===== config.mk =====
export PLATFORM = sky130hd
export DESIGN_NAME = rbag_top
export DESIGN_NICKNAME = d
export VERILOG_FILES = /design/src/rtl/rbag_pkg.sv /design/src/rtl/rbag_rev_add.sv /design/src/rtl/rbag_top.sv
export SDC_FILE = /design/constraint.sdc
export NUM_CORES = 1
export LEC_CHECK = 0
export BUFFER_PORTS_ARGS = -buffer_cell sky130_fd_sc_hd__buf_2
export CORE_MARGIN = 1
export CORE_UTILIZATION = 31
export DETAILED_ROUTE_END_ITERATION = 10
export GPL_ROUTABILITY_DRIVEN = 0
export RECOVER_POWER = 50
export SETUP_SLACK_MARGIN = 0.2
export SLEW_MARGIN = 15
export SYNTH_ARGS = -nofsm -noshare
export SYNTH_HDL_FRONTEND = slang
export SYNTH_SLANG_ARGS = --single-unit
export TNS_END_PERCENT = 30

===== constraint.sdc =====
create_clock -name clk -period 11.42 [get_ports clk]
set_clock_uncertainty 0.1 [all_clocks]
set_input_delay 0 -clock clk [delete_from_list [all_inputs] [get_ports clk]]
set_output_delay 0 -clock clk [all_outputs]
set_load 0.02 [all_outputs]

===== src/rtl/rbag_pkg.sv =====
// Package for the register-bit address generator.
// Assumes one clock and a synchronous active-high reset.
package rbag_pkg;

   localparam logic [11:0] CTRL_OFS = 12'h000;
   localparam logic [11:0] STAT_OFS = 12'h004;
   localparam int CTRL_W = 10;
   localparam int CTRL_COMPAT_BIT = 0;
   localparam int CTRL_CIRC_LSB = 1;
   localparam int CTRL_CCIRC_BIT = 9;
   localparam logic [9:0] CTRL_RST = 10'h000;
   localparam logic [15:0] STEP_ONE = 16'h0001;
   localparam logic [15:0] STEP_TWO = 16'h0002;
   localparam logic [15:0] ZERO16 = 16'h0000;
   localparam logic [2:0] K3_ZERO = 3'h0;

   typedef enum logic [4:0] {
      M_AR_PLAIN = 5'h00, M_AR_POSTINC = 5'h01,
      M_AR_POSTDEC = 5'h02, M_AR_PREINC = 5'h03,
      M_AR_PREDEC = 5'h04, M_AR_ADD_T = 5'h05,
      M_AR_SUB_T = 5'h06, M_AR_IDX_T = 5'h07,
      M_AR_BR_ADD = 5'h08, M_AR_BR_SUB = 5'h09,
      M_AR_ADD_T1 = 5'h0a, M_AR_SUB_T1 = 5'h0b,
      M_AR_IDX_T1 = 5'h0c, M_AR_K16 = 5'h0d,
      M_AR_PRE_K16 = 5'h0e, M_AR_K3 = 5'h0f,
      M_CDP_PLAIN = 5'h10, M_CDP_POSTINC = 5'h11,
      M_CDP_POSTDEC = 5'h12, M_CDP_K16 = 5'h13,
      M_CDP_PRE_K16 = 5'h14
   } rbag_mode_e;

   typedef enum logic [2:0] {
      I_TEST = 3'h0, I_SET = 3'h1, I_CLR = 3'h2,
      I_CPL = 3'h3, I_TEST2 = 3'h4, I_OTHER = 3'h5
   } rbag_instr_e;

   typedef enum logic [1:0] {
      T_ACC = 2'h0, T_AUX = 2'h1, T_TEMP = 2'h2, T_OTHER = 2'h3
   } rbag_target_e;

   typedef enum logic [1:0] {
      S_IDLE = 2'b00, S_CALC = 2'b01, S_DONE = 2'b11
   } rbag_state_e;

   typedef struct packed {
      rbag_mode_e mode;
      logic [2:0] ptrSel;
      rbag_instr_e instr;
      rbag_target_e target;
      logic [15:0] longConst;
      logic [2:0] shortConst;
   } rbag_req_s;

   typedef struct packed {
      logic [15:0] auxPtr;
      logic [15:0] coeffPtr;
      logic [15:0] tempZero;
      logic [15:0] tempOne;
      logic [15:0] auxZero;
      logic [15:0] bufStart;
      logic [15:0] coeffStart;
      logic [39:0] srcVal;
   } rbag_opnd_s;

   typedef struct packed {
      logic we;
      logic isCoeff;
      logic [2:0] sel;
      logic [15:0] data;
   } rbag_wb_s;

endpackage


===== src/rtl/rbag_rev_add.sv =====
// Reverse-carry adder and subtractor for 16-bit pointers.
// Pure combinational; the caller registers the result.
`timescale 1ns/1ps
`default_nettype none
module rbag_rev_add
   import rbag_pkg::*;
(
   input wire logic [15:0] base,
   input wire logic [15:0] offset,
   input wire logic subtract,
   output logic [15:0] result
);

   logic [15:0] baseRev;
   logic [15:0] offRev;
   logic [15:0] sumRev;

   // Mirror operands so carries run from msb toward lsb
   for (genvar i = 0; i < 16; i++) begin : g_rev
      assign baseRev[i] = base[15 - i];
      assign offRev[i] = offset[15 - i];
      assign result[i] = sumRev[15 - i];
   end

   assign sumRev = subtract ? baseRev - offRev : baseRev + offRev;

endmodule // rbag_rev_add
`default_nettype wire


===== src/rtl/rbag_top.sv =====
// Register-bit address generator with APB control and status.
// Assumes decoder holds req and opnd while reqValid and reqReady.
//
// Contract
// - Bit-reversed add: use pointer, reverse-carry add
// - Bit-reversed subtract: use pointer, reverse-carry subtract
// - Circular bit-reversed: add start, keep pointer
// - Compat bit picks pointer zero, else temp
// - Post-add temp one after addressing
// - Post-subtract temp one after addressing
// - Address pointer plus temp one, unchanged
// - Address pointer plus signed constant, unchanged
// - Long-constant instructions refuse parallel issue
// - Pre-add constant, then address with result
// - Short constant one to seven, pointer unchanged
// - Coefficient pointer plain, plus start, unchanged
// - Coefficient post-increment by one or two
// - Coefficient post-decrement by one or two
// - Coefficient plus signed constant, unchanged
// - Coefficient pre-add constant, then address
// - Two-bit test loads both test flags
// - Only bit ops on acc, aux, temp
`timescale 1ns/1ps
`default_nettype none
module rbag_top
   import rbag_pkg::*;
(
   input wire logic clk,
   input wire logic rst,
   input wire logic psel,
   input wire logic penable,
   input wire logic pwrite,
   input wire logic [11:0] paddr,
   input wire logic [31:0] pwdata,
   output logic [31:0] prdata,
   output logic pready,
   output logic pslverr,
   input wire logic reqValid,
   input wire rbag_req_s req,
   input wire rbag_opnd_s opnd,
   output logic reqReady,
   output logic done,
   output logic refused,
   output logic parallelBlock,
   output logic [15:0] bitAddr,
   output rbag_wb_s ptrWb,
   output logic flagWe,
   output logic testFlagOne,
   output logic testFlagTwo
);

   rbag_state_e state;
   rbag_state_e next_state;
   rbag_req_s reqHeld;
   rbag_opnd_s opndHeld;
   logic [CTRL_W-1:0] ctrl;

   // Request handshake and sequencing
   wire accept = reqValid & reqReady;

   always_comb begin
      next_state = state;
      unique case (state)
         S_IDLE: begin
            if (accept) begin
               next_state = S_CALC;
            end
         end
         S_CALC: begin
            next_state = S_DONE;
         end
         S_DONE: begin
            next_state = S_IDLE;
         end
         default: begin
            next_state = S_IDLE;
         end
      endcase
   end

   always_ff @(posedge clk) begin
      if (rst) begin
         state <= S_IDLE;
         reqReady <= 1'b1;
      end else begin
         state <= next_state;
         reqReady <= (next_state == S_IDLE);
      end
   end

   always_ff @(posedge clk) begin
      if (rst) begin
         reqHeld <= '0;
         opndHeld <= '0;
      end else if (accept) begin
         reqHeld <= req;
         opndHeld <= opnd;
      end
   end

   wire inCalc = (state == S_CALC);
   rbag_mode_e m;
   assign m = reqHeld.mode;

   // Operand selection
   wire isCoeff = m inside {M_CDP_PLAIN, M_CDP_POSTINC,
      M_CDP_POSTDEC, M_CDP_K16, M_CDP_PRE_K16};
   wire legalMode = (m <= M_CDP_PRE_K16);
   wire compat = ctrl[CTRL_COMPAT_BIT];
   wire [7:0] auxCirc = ctrl[CTRL_CIRC_LSB +: 8];
   wire circ = isCoeff ? ctrl[CTRL_CCIRC_BIT]
      : auxCirc[reqHeld.ptrSel];
   wire twoBit = (reqHeld.instr == I_TEST2);
   wire [15:0] base = isCoeff ? opndHeld.coeffPtr
      : opndHeld.auxPtr;
   wire [15:0] bsa = isCoeff ? opndHeld.coeffStart
      : opndHeld.bufStart;
   wire [15:0] off0 = compat ? opndHeld.auxZero
      : opndHeld.tempZero;
   wire [15:0] t1 = opndHeld.tempOne;
   wire [15:0] k16 = reqHeld.longConst;
   wire [15:0] k3 = {13'h0000, reqHeld.shortConst};
   wire [15:0] step = twoBit ? STEP_TWO : STEP_ONE;

   // Mode classes
   wire modPost = m inside {M_AR_POSTINC, M_AR_POSTDEC,
      M_AR_ADD_T, M_AR_SUB_T, M_AR_BR_ADD, M_AR_BR_SUB,
      M_AR_ADD_T1, M_AR_SUB_T1, M_CDP_POSTINC, M_CDP_POSTDEC};
   wire modPre = m inside {M_AR_PREINC, M_AR_PREDEC,
      M_AR_PRE_K16, M_CDP_PRE_K16};
   wire isRev = m inside {M_AR_BR_ADD, M_AR_BR_SUB};
   wire hasExt = m inside {M_AR_K16, M_AR_PRE_K16,
      M_CDP_K16, M_CDP_PRE_K16};

   // Refusal of operands outside the supported set
   wire badTarget = (reqHeld.target == T_OTHER)
      | (reqHeld.instr == I_OTHER);
   wire badK3 = (m == M_AR_K3)
      & (reqHeld.shortConst == K3_ZERO);
   wire bad = badTarget | badK3 | ~legalMode;

   // Bit-reversed pointer update
   wire [15:0] revOut;

   rbag_rev_add u_rev (
      .base(base),
      .offset(off0),
      .subtract(m == M_AR_BR_SUB),
      .result(revOut)
   );

   // New pointer value for every modifying mode
   wire incMode = m inside {M_AR_POSTINC, M_AR_PREINC,
      M_CDP_POSTINC};
   wire decMode = m inside {M_AR_POSTDEC, M_AR_PREDEC,
      M_CDP_POSTDEC};
   wire k16Pre = m inside {M_AR_PRE_K16, M_CDP_PRE_K16};

   wire [15:0] newPtr =
      incMode ? base + step :
      decMode ? base - step :
      (m == M_AR_ADD_T) ? base + off0 :
      (m == M_AR_SUB_T) ? base - off0 :
      isRev ? revOut :
      (m == M_AR_ADD_T1) ? base + t1 :
      (m == M_AR_SUB_T1) ? base - t1 :
      k16Pre ? base + k16 :
      base;

   // Offset added to the address only
   wire [15:0] index =
      (m == M_AR_IDX_T) ? off0 :
      (m == M_AR_IDX_T1) ? t1 :
      (m == M_AR_K16) ? k16 :
      (m == M_CDP_K16) ? k16 :
      (m == M_AR_K3) ? k3 :
      ZERO16;

   // Pre modes address with the updated pointer
   wire [15:0] addrPtr = modPre ? newPtr : base;
   wire [15:0] circAdd = circ ? bsa : ZERO16;
   wire [15:0] nextAddr = addrPtr + index + circAdd;

   // Circular bit-reversed pointers are left alone
   wire wbEnable = (modPost | modPre)
      & ~(isRev & circ) & ~bad;

   // Source bits for the two-bit test
   wire [39:0] srcShift = opndHeld.srcVal >> nextAddr;
   wire flagA = srcShift[0];
   wire flagB = srcShift[1];

   // Result registers
   always_ff @(posedge clk) begin
      if (rst) begin
         done <= 1'b0;
         refused <= 1'b0;
         parallelBlock <= 1'b0;
         bitAddr <= ZERO16;
         ptrWb <= '0;
         flagWe <= 1'b0;
         testFlagOne <= 1'b0;
         testFlagTwo <= 1'b0;
      end else if (inCalc) begin
         done <= 1'b1;
         refused <= bad;
         parallelBlock <= hasExt;
         bitAddr <= nextAddr;
         ptrWb.we <= wbEnable;
         ptrWb.isCoeff <= isCoeff;
         ptrWb.sel <= reqHeld.ptrSel;
         ptrWb.data <= newPtr;
         flagWe <= twoBit & ~bad;
         testFlagOne <= twoBit & ~bad ? flagA : testFlagOne;
         testFlagTwo <= twoBit & ~bad ? flagB : testFlagTwo;
      end else begin
         done <= 1'b0;
         ptrWb.we <= 1'b0;
         flagWe <= 1'b0;
      end
   end

   // APB slave, no wait states
   wire apbSetup = psel & ~penable;
   wire apbTake = psel & penable & pready;
   wire hitCtrl = (paddr == CTRL_OFS);
   wire hitStat = (paddr == STAT_OFS);
   wire [31:0] statWord = {13'h0000, refused, testFlagTwo,
      testFlagOne, bitAddr};
   wire [31:0] ctrlWord = {22'h000000, ctrl};
   wire [31:0] readWord = hitCtrl ? ctrlWord
      : hitStat ? statWord : 32'h00000000;

   always_ff @(posedge clk) begin
      if (rst) begin
         pready <= 1'b0;
         prdata <= 32'h00000000;
         pslverr <= 1'b0;
      end else begin
         pready <= apbSetup;
         if (apbSetup) begin
            prdata <= readWord;
            pslverr <= ~(hitCtrl | hitStat);
         end
      end
   end

   always_ff @(posedge clk) begin
      if (rst) begin
         ctrl <= CTRL_RST;
      end else if (apbTake & pwrite & hitCtrl) begin
         ctrl <= pwdata[CTRL_W-1:0];
      end
   end
endmodule // rbag_top
`default_nettype wire


==> insert_results.sql, run 1 <==
INSERT INTO impl_metrics (metric_group, metric, value, unit) VALUES
('global_routing', 'grt.overflow.total', '0', ''),
('global_routing', 'grt_start_max_net_pins', '111', ''),
('critical_path', 'cpPeakStageDelay', '3.45', 'ns'),
('yosys', 'yosys.cell_types.count', '94', ''),
('placed_design', 'dpl.cell_count', '3335', ''),
('yosys', 'syn-cell-area', '18200', 'um^2'),
('critical_path', 'sort_of_element_at_the_end_of_the_critical_path', 'register', ''),
('clock_network', 'clock_tree_from_tritoncts', 'built', ''),
('route', 'drt_drc_violations_left', '0', ''),
('critical_path', 'worst_path_max_delay_cell', 'sky130_fd_sc_hd__clkbuf_1', ''),
('clock_network', 'clk-insertion-delay-late', '0.59', 'ns'),
('floorplanning', 'chipHeight', '244', 'um'),
('worst_hold_path', 'hold_path.class', 'primary input to register', ''),
('clock_network', 'max-clock-path-buffers', '3', ''),
('pwr', 'power_frac_clock', '34.2', '%'),
('sta', 'finalSetupViolations', '0', ''),
('critical_path', 'critical_path_buf_inv_count', '4', ''),
('route', 'route.detailed.wl_per_inst', '19.4', 'um'),
('pwr', 'worst_ir_drop_vdd', '0.000108', 'V'),
('global_routing', 'antenna_violations_before_repair', '3', ''),
('sta', 'final_hold_viol_count', '0', ''),
('global_routing', 'global_route_wire_length_before_repair', '108000', 'um'),
('clock_network', 'tritoncts_num_sinks', '260', ''),
('placed_design', 'port-buffer-count', '276', ''),
('outcome', 'run_status', 'complete, but fails checks', ''),
('pwr', 'power_per_cell_area', '121', 'nW/um^2'),
('critical_path', 'arrival', '9.23', 'ns'),
('floorplanning', 'floorplan.rows', '88', ''),
('critical_path', 'setup.worst_path.start_class', 'primary input', ''),
('yosys', 'syn-instance-count', '2405', ''),
('route', 'dr_total_vias', '19700', ''),
('sta', 'fin_tns_setup', '0', 'ns'),
('yosys', 'ys_seq_elements', '260', ''),
('clock_network', 'clock_tree.htree_level_count', '1', ''),
('global_routing', 'global_router_s_overall_resource_usage', '23.2', '%'),
('yosys', 'postSynthAreaPerCell', '7.56', 'um^2'),
('sta', 'finalWorstPathRequiredPeriod', '9.02', 'ns'),
('global_routing', 'via_count_of_the_first_global_routing_pass', '18600', ''),
('placed_design', 'hpwl', '51200', 'um'),
('clock_network', 'numCtsBuffers', '30', ''),
('route', 'drtAntennaViolNets', '0', ''),
('yosys', 'yosys.area.top_type_share', '28.6', '%'),
('floorplanning', 'die-area', '59700', 'um^2'),
('job', 'cap_viol_max_count', '3', ''),
('sta', 'period_share', '79.0', '%'),
('critical_path', 'path_cells', 'dlygate4sd3_1 -> clkbuf_1 -> clkbuf_1 -> clkbuf_1 -> a21oi_1', ''),
('layout', 'area_added_between_synthesis_and_finish', '33.1', '%'),
('layout', 'layout.filler_cells', '5786', ''),
('route', 'drt-initial-drc-count', '1824', ''),
('layout', 'finish.cell_count_without_fillers', '3701', ''),
('yosys', 'post_synth_edffs', '0', ''),
('yosys', 'synth_seq_area_share', '28.6', '%'),
('critical_path', 'cpLargestDelayFamily', 'buffers and inverters', ''),
('critical_path', 'timing.critical_path.fanout_max', '110', ''),
('critical_path', 'timing.setup.critical_path_class', 'primary input to register', ''),
('clock_network', 'ctsRootBufferMaster', 'sky130_fd_sc_hd__clkbuf_16', ''),
('yosys', 'largest_cells_by_area_after_synthesis', 'sky130_fd_sc_hd__dfxtp_1 (29%), sky130_fd_sc_hd__nand2_1 (11%), sky130_fd_sc_hd__a21oi_1 (9.3%), sky130_fd_sc_hd__ha_1 (7.6%), sky130_fd_sc_hd__xnor2_1 (3.6%)', ''),
('pwr', 'netSwitchingFraction', '34.6', '%'),
('yosys', 'ys.warnings.count', '0', ''),
('critical_path', 'critical_path.most_common_cell', 'sky130_fd_sc_hd__clkbuf_1', ''),
('outcome', 'failed_checks', 'capacitance limit, slew limit', ''),
('route', 'detail_route.wirelength', '71800', 'um'),
('layout', 'layout-drive-gt1-share', '12.6', '%'),
('pwr', 'p_seq_share', '34.5', '%'),
('clock_network', 'clkSlewWorstSetupHoldPaths', '0.07', 'ns'),
('floorplanning', 'initial_core_util', '31.5', '%'),
('sta', 'timing.slew.headroom', '-230', '%'),
('sta', 'final-max-slew-violation-count', '263', ''),
('yosys', 'synth-async-reset-ratio', '0', '%'),
('floorplanning', 'die_w', '244', 'um'),
('pwr', 'pwr-share-comb', '31.3', '%');
==> synthesized netlist by cell type, drive strengths merged (15+ instances only) <==
cell type / instances
nand2: 531
a21oi: 338
dfxtp: 260
nor2: 154
clkbuf: 123
ha: 111
o21ai: 95
inv: 92
xnor2: 76
mux2i: 57
nor3: 51
nand3: 38
buf: 37
a21o: 31
a211oi: 30
a31oi: 24
fa: 24
nand2b: 24
mux4: 22
xor2: 22
o21a: 20
or3: 18
and3: 15
mux2: 15
==> worst min-delay path, stage by stage <==
cell	delay (ns)
sky130_fd_sc_hd__dlygate4sd3_1	0.53
sky130_fd_sc_hd__buf_2	0.12
sky130_fd_sc_hd__nand2_1	0.05
sky130_fd_sc_hd__a21oi_1	0.05
==> routing by layer <==
layer	track usage, %	routed length (um)	up-vias	share of wire [%]
met5	0	0	-	0
met1	29.9	30300	9263	42
met4	10.9	3590	0	5.0
met2	37.2	32400	856	45
met3	4.23	5550	212	7.7
li1	-	-	9403	-
==> power by group through the flow <==
stage	clock network (mW)	registers, mW	logic [mW]
finish	1.01	1.01	0.920
floorplan	0	1.02	0.567
detailed placement	0	1.03	0.814
CTS	1.02	1.01	0.898
global route	1.06	1.02	0.997
global placement	0	1.03	0.815
==> layout by cell type (no fill, tap or decap), types with 8 or more instances in the layout <==
cell type,n
sky130_fd_sc_hd__o21bai_1,10
sky130_fd_sc_hd__nor2_1,152
sky130_fd_sc_hd__o31ai_1,8
sky130_fd_sc_hd__dfxtp_1,260
sky130_fd_sc_hd__fa_1,24
sky130_fd_sc_hd__a21o_1,31
sky130_fd_sc_hd__buf_2,209
sky130_fd_sc_hd__a222oi_1,9
sky130_fd_sc_hd__a31oi_1,24
sky130_fd_sc_hd__and3_1,15
sky130_fd_sc_hd__dlygate4sd3_1,305
sky130_fd_sc_hd__ha_1,111
sky130_fd_sc_hd__xnor2_1,75
sky130_fd_sc_hd__o211ai_1,12
sky130_fd_sc_hd__nand4_1,11
sky130_fd_sc_hd__o21ai_0,89
sky130_fd_sc_hd__mux4_2,22
sky130_fd_sc_hd__a221o_1,14
sky130_fd_sc_hd__inv_1,91
sky130_fd_sc_hd__conb_1,13
sky130_fd_sc_hd__nor3_1,49
sky130_fd_sc_hd__a211oi_1,29
sky130_fd_sc_hd__mux2_2,14
sky130_fd_sc_hd__nor2b_1,13
sky130_fd_sc_hd__clkbuf_1,72
sky130_fd_sc_hd__clkinv_2,10
sky130_fd_sc_hd__or3_1,17
sky130_fd_sc_hd__nand2b_1,24
sky130_fd_sc_hd__mux2i_1,56
sky130_fd_sc_hd__o21a_1,20
sky130_fd_sc_hd__a221oi_1,9
sky130_fd_sc_hd__o221ai_1,10
sky130_fd_sc_hd__clkbuf_16,30
sky130_fd_sc_hd__nand2_1,529
sky130_fd_sc_hd__buf_4,35
sky130_fd_sc_hd__nand3_1,37
sky130_fd_sc_hd__a21oi_1,338
sky130_fd_sc_hd__xor2_1,22
sky130_fd_sc_hd__a22oi_1,12
==> state kept, by name, summed over array words and instances, names as in the netlist, 2 cells and up <==
name      flops
bitAddr      16
ctrl         10
k16          16
k3            3
m             5
opndHeld    136
prdata       19
ptrWb        21
reqHeld       8
state         2
t1           16
==> path summary, 6_finish.rpt <==
check	from	endpoint	slack (ns)	cells after the start
worst max-delay path	rst	k16[10]	2.40	5
worst max register to register	m[3]	testFlagTwo	2.54	30
worst min register to register	reqHeld[23]	reqHeld[23]	0.35	2
worst min-delay path	req[4]	k16[1]	0.09	4
==> cells by family after synthesis <==
| logic type | after synthesis | share of synthesized area (%) |
|---|---|---|
| XOR/XNOR | 98 | 4.76 |
| AO/OA/AOI/OAI | 676 | 22.8 |
| buffers and inverters | 252 | 5.61 |
| AND/OR/NAND/NOR | 889 | 21.1 |
| adder cells (fa/ha/maj) | 135 | 10.3 |
| multiplexers | 94 | 6.88 |
| flip-flops | 260 | 28.6 |
| other | 1 | 0.0206 |
==> stage by stage <==
stage	util, %	instance area [um^2]	hold slack, ns	power [mW]	setup slack, ns
after floorplan	-	18200	0.0360	1.59	4.67
after global placement	35.0	20200	0.142	1.85	3.03
after detailed placement	35.0	20200	0.147	1.85	2.89
after CTS	42.0	24300	0.0777	2.93	2.86
after global routing	41.9	24200	0.0952	3.07	1.63
final	41.9	24200	0.0944	2.94	2.40
==> final cells by class <==
cell class / count / area, um^2 / area share [%]
Multi-Input combinational cell: 1905 / 12000 / 49.7
Sequential cell: 260 / 5200 / 21.5
Timing Repair Buffer: 618 / 4620 / 19.1
Antenna cell: 5 / 12.5 / 0.0517
Inverter: 92 / 345 / 1.43
Tap cell: 765 / 957 / 3.95
Clock inverter: 19 / 218 / 0.899
Clock buffer: 37 / 817 / 3.37
==> what timing repair did <==
| action | 4_1_cts | 5_1_grt |
|---|---|---|
| hold buffers | 305 | 0 |
| resized for setup | 0 | 0 |
| setup buffers | 0 | 0 |
| endpoints found under the hold margin | 228 | 0 |
| setup endpoints to repair | 0 | 0 |
(Power assumes the default switching activity.)
==> inputs of run 2 (changes only) <==
==> constraint.sdc (replaced) <==
create_clock -name clk -period 8.5 [get_ports clk]
set_clock_uncertainty 0.1 [all_clocks]
set_input_delay 0 -clock clk [delete_from_list [all_inputs] [get_ports clk]]
set_output_delay 0 -clock clk [all_outputs]
set_load 0.02 [all_outputs]
==> run 2 against run 1 <==
  * Cell count decreased by 1.1%
  * Highest routed layer is now met5
  * Cell area down 1.6%
  * Largest cell class unchanged
  * Sequential share of layout area up 0.35 points
  * Global-route usage up 0.69 points
  * Clock power grew 36%
  * The run still ends with capacitance limit, slew limit left
  * Sequential power increased by 35%
==> insert_results.sql, run 2 (synthesis gave the netlist of run 1 again) <==
INSERT INTO impl_metrics (metric_group, metric, value, unit) VALUES
('worst_hold_path', 'hold_path.class', 'primary input to register', ''),
('layout', 'largest_reg_by_ff_count', 'opndHeld', ''),
('floorplanning', 'die_w', '244', 'um'),
('critical_path', 'critPathRequiredTime', '8.88', 'ns'),
('sta', 'rsz0062_at_grt', 'false', ''),
('floorplanning', 'floorplan.rows', '88', ''),
('clock_network', 'clkSlewWorstSetupHoldPaths', '0.06', 'ns'),
('sta', 'fin_tns_setup', '0', 'ns'),
('critical_path', 'critical_path.most_common_cell', 'sky130_fd_sc_hd__o21ai_0', ''),
('job', 'cap_viol_max_count', '2', ''),
('layout', 'layout-drive-gt1-share', '13.1', '%'),
('clock_network', 'clk-insertion-delay-late', '0.58', 'ns'),
('floorplanning', 'initial_core_util', '31.5', '%'),
('clock_network', 'numCtsBuffers', '30', ''),
('global_routing', 'global_router_s_overall_resource_usage', '23.9', '%'),
('floorplanning', 'core_footprint', '57800', 'um^2'),
('pwr', 'total_leakage_power', '10.0', 'nW'),
('floorplanning', 'die-area', '59700', 'um^2'),
('pwr', 'post-layout-total-power', '3.99', 'mW'),
('layout', 'final_area', '23800', 'um^2'),
('sta', 'finalSetupViolations', '0', ''),
('clock_network', 'cts_setup_buffers', '0', ''),
('clock_network', 'tritoncts_num_sinks', '260', ''),
('layout', 'reg.largest.list', 'opndHeld: 136 flops, ptrWb: 21 flops, prdata: 19 flops', ''),
('placed_design', 'dpl.cell_count', '3350', ''),
('global_routing', 'grt.overflow.total', '0', ''),
('critical_path', 'timing.critical_path.fanout_max', '26', ''),
('route', 'route.detailed.wl_per_inst', '20.0', 'um'),
('pwr', 'power_per_cell_area', '167', 'nW/um^2'),
('route', 'drt-initial-drc-count', '2063', ''),
('route', 'drtAntennaViolNets', '0', ''),
('sta', 'final_hold_viol_count', '0', ''),
('outcome', 'failed_checks', 'capacitance limit, slew limit', ''),
('layout', 'layout.filler_cells', '5902', ''),
('sta', 'period_share', '90.2', '%'),
('route', 'drt_drc_violations_left', '0', ''),
('global_routing', 'global_route_wire_length_before_repair', '110000', 'um'),
('sta', 'achievable-frequency', '0.130', 'GHz'),
('sta', 'fin_ws', '0.835', 'ns'),
('global_routing', 'via_count_of_the_first_global_routing_pass', '18500', ''),
('critical_path', 'sort_of_element_at_the_end_of_the_critical_path', 'register', ''),
('placed_design', 'pre_cts_slack', '0.842', 'ns'),
('global_routing', 'antenna_violations_before_repair', '3', ''),
('layout', 'nets', '3240', ''),
('critical_path', 'setup.worst_path.start_class', 'register', ''),
('critical_path', 'critical_path_buf_inv_count', '4', ''),
('layout', 'most_common_cell_after_layout_fill_and_taps_aside', 'sky130_fd_sc_hd__nand2_1', ''),
('outcome', 'run_status', 'complete, but fails checks', ''),
('placed_design', 'hpwl', '53100', 'um'),
('route', 'dr_total_vias', '19500', ''),
('pwr', 'worst_ir_drop_vdd', '0.000129', 'V'),
('layout', 'finish.cell_count_without_fillers', '3659', ''),
('floorplanning', 'io-pin-count', '312', ''),
('global_routing', 'grt_start_max_net_pins', '119', ''),
('sta', 'final-max-slew-violation-count', '117', ''),
('route', 'detail_route.wirelength', '73300', 'um'),
('clock_network', 'max-clock-path-buffers', '3', ''),
('sta', 'finalWorstPathRequiredPeriod', '7.66', 'ns'),
('route', 'avgViaCountPerCell', '5.34', ''),
('clock_network', 'clock_tree.htree_level_count', '1', ''),
('layout', 'area_added_between_synthesis_and_finish', '31.1', '%'),
('critical_path', 'arrival', '8.05', 'ns'),
('clock_network', 'ctsRootBufferMaster', 'sky130_fd_sc_hd__clkbuf_16', ''),
('layout', 'layout.cells.most_common_list', 'sky130_fd_sc_hd__nand2_1 (529), sky130_fd_sc_hd__a21oi_1 (338), sky130_fd_sc_hd__dfxtp_1 (259), sky130_fd_sc_hd__dlygate4sd3_1 (254), sky130_fd_sc_hd__buf_2 (209)', ''),
('critical_path', 'cpLargestDelayFamily', 'compound AO/OA/AOI/OAI gates', ''),
('clock_network', 'clock_tree_from_tritoncts', 'built', ''),
('critical_path', 'cpPeakStageDelay', '0.46', 'ns'),
('floorplanning', 'chipHeight', '244', 'um'),
('sta', 'timing.slew.headroom', '-192', '%'),
('placed_design', 'port-buffer-count', '276', ''),
('route', 'drt-pass1-iter-count', '6', ''),
('layout', 'largest_reg_flops', '136', ''),
('sta', 'worst-slew-pin-transition', '4.39', 'ns'),
('critical_path', 'worst_path_max_delay_cell', 'sky130_fd_sc_hd__fa_1', ''),
('critical_path', 'timing.setup.critical_path_class', 'register to register', ''),
('placed_design', 'placed_cell_area', '20300', 'um^2');
[run 2: cell types whose count changed in the layout (fill, tap and decap cells not counted), sizes merged]
cell and delta:
clkbuf +5, bufinv +1, diode -3, inv -2, clkinv -6, buf +15, clkinvlp -1, dlygate4sd3 -51
[run 2: cell type report]
type	instances	area, um^2	area share, %
inverters	92	345	1.45
clock inverters	11	178	0.745
clock buffers	42	866	3.63
repair buffers	582	4230	17.8
flip-flops and latches	260	5210	21.8
well taps	765	957	4.01
diodes	2	5.00	0.0210
multi-input cells	1905	12100	50.5
[run 2: final timing paths]
path,depth (start not counted),endpoint,from,slack [ns]
worst min-delay path,4,t1[1],opnd[89],0.11
worst min register to register,2,prdata[6],prdata[6],0.35
worst max register to register,31,testFlagOne,m[3],0.84
worst max-delay path,31,testFlagOne,m[3],0.84
[run 2: metal layers]
| metal | GRT usage, % | up-vias | share of wire [%] |
|---|---|---|---|
| met3 | 4.35 | 249 | 7.9 |
| met1 | 31.3 | 9089 | 42 |
| met2 | 37.7 | 858 | 44 |
| met4 | 11.2 | 2 | 5.6 |
| li1 | - | 9332 | - |
| met5 | 0 | - | 0.015 |
[run 2: worst register-to-register path: cells and delay by family, from the launching register on]
kind / cells / cell delay, ns
AOI/OAI and AO/OA: 14 / 3.18
xor gates and xnor gates: 1 / 0.24
adders and majority gates: 3 / 1.12
buffers and inverters: 4 / 0.84
DFF: 1 / 0.31
muxes: 2 / 0.49
and+or+nand+nor: 7 / 1.33
[run 2: stage by stage]
stage	hold WS [ns]	utilization, %
global route	0.116	41.2
floorplan	0.0360	-
global placement	0.133	35.2
CTS	0.0797	41.4
detailed placement	0.143	35.2
finish	0.108	41.2
[run 2: where the power goes]
part           leakage [nW]  internal [mW]  switching (mW)
sequential             2.13           1.29          0.0700
combinational          7.36          0.505           0.751
clock                 0.514          0.829           0.540
[run 2: what timing repair did]
item,in CTS,in global routing
hold endpoints to repair,216,0
hold buffers,254,0
endpoints found under the setup margin,0,3
gates resized for setup,0,6
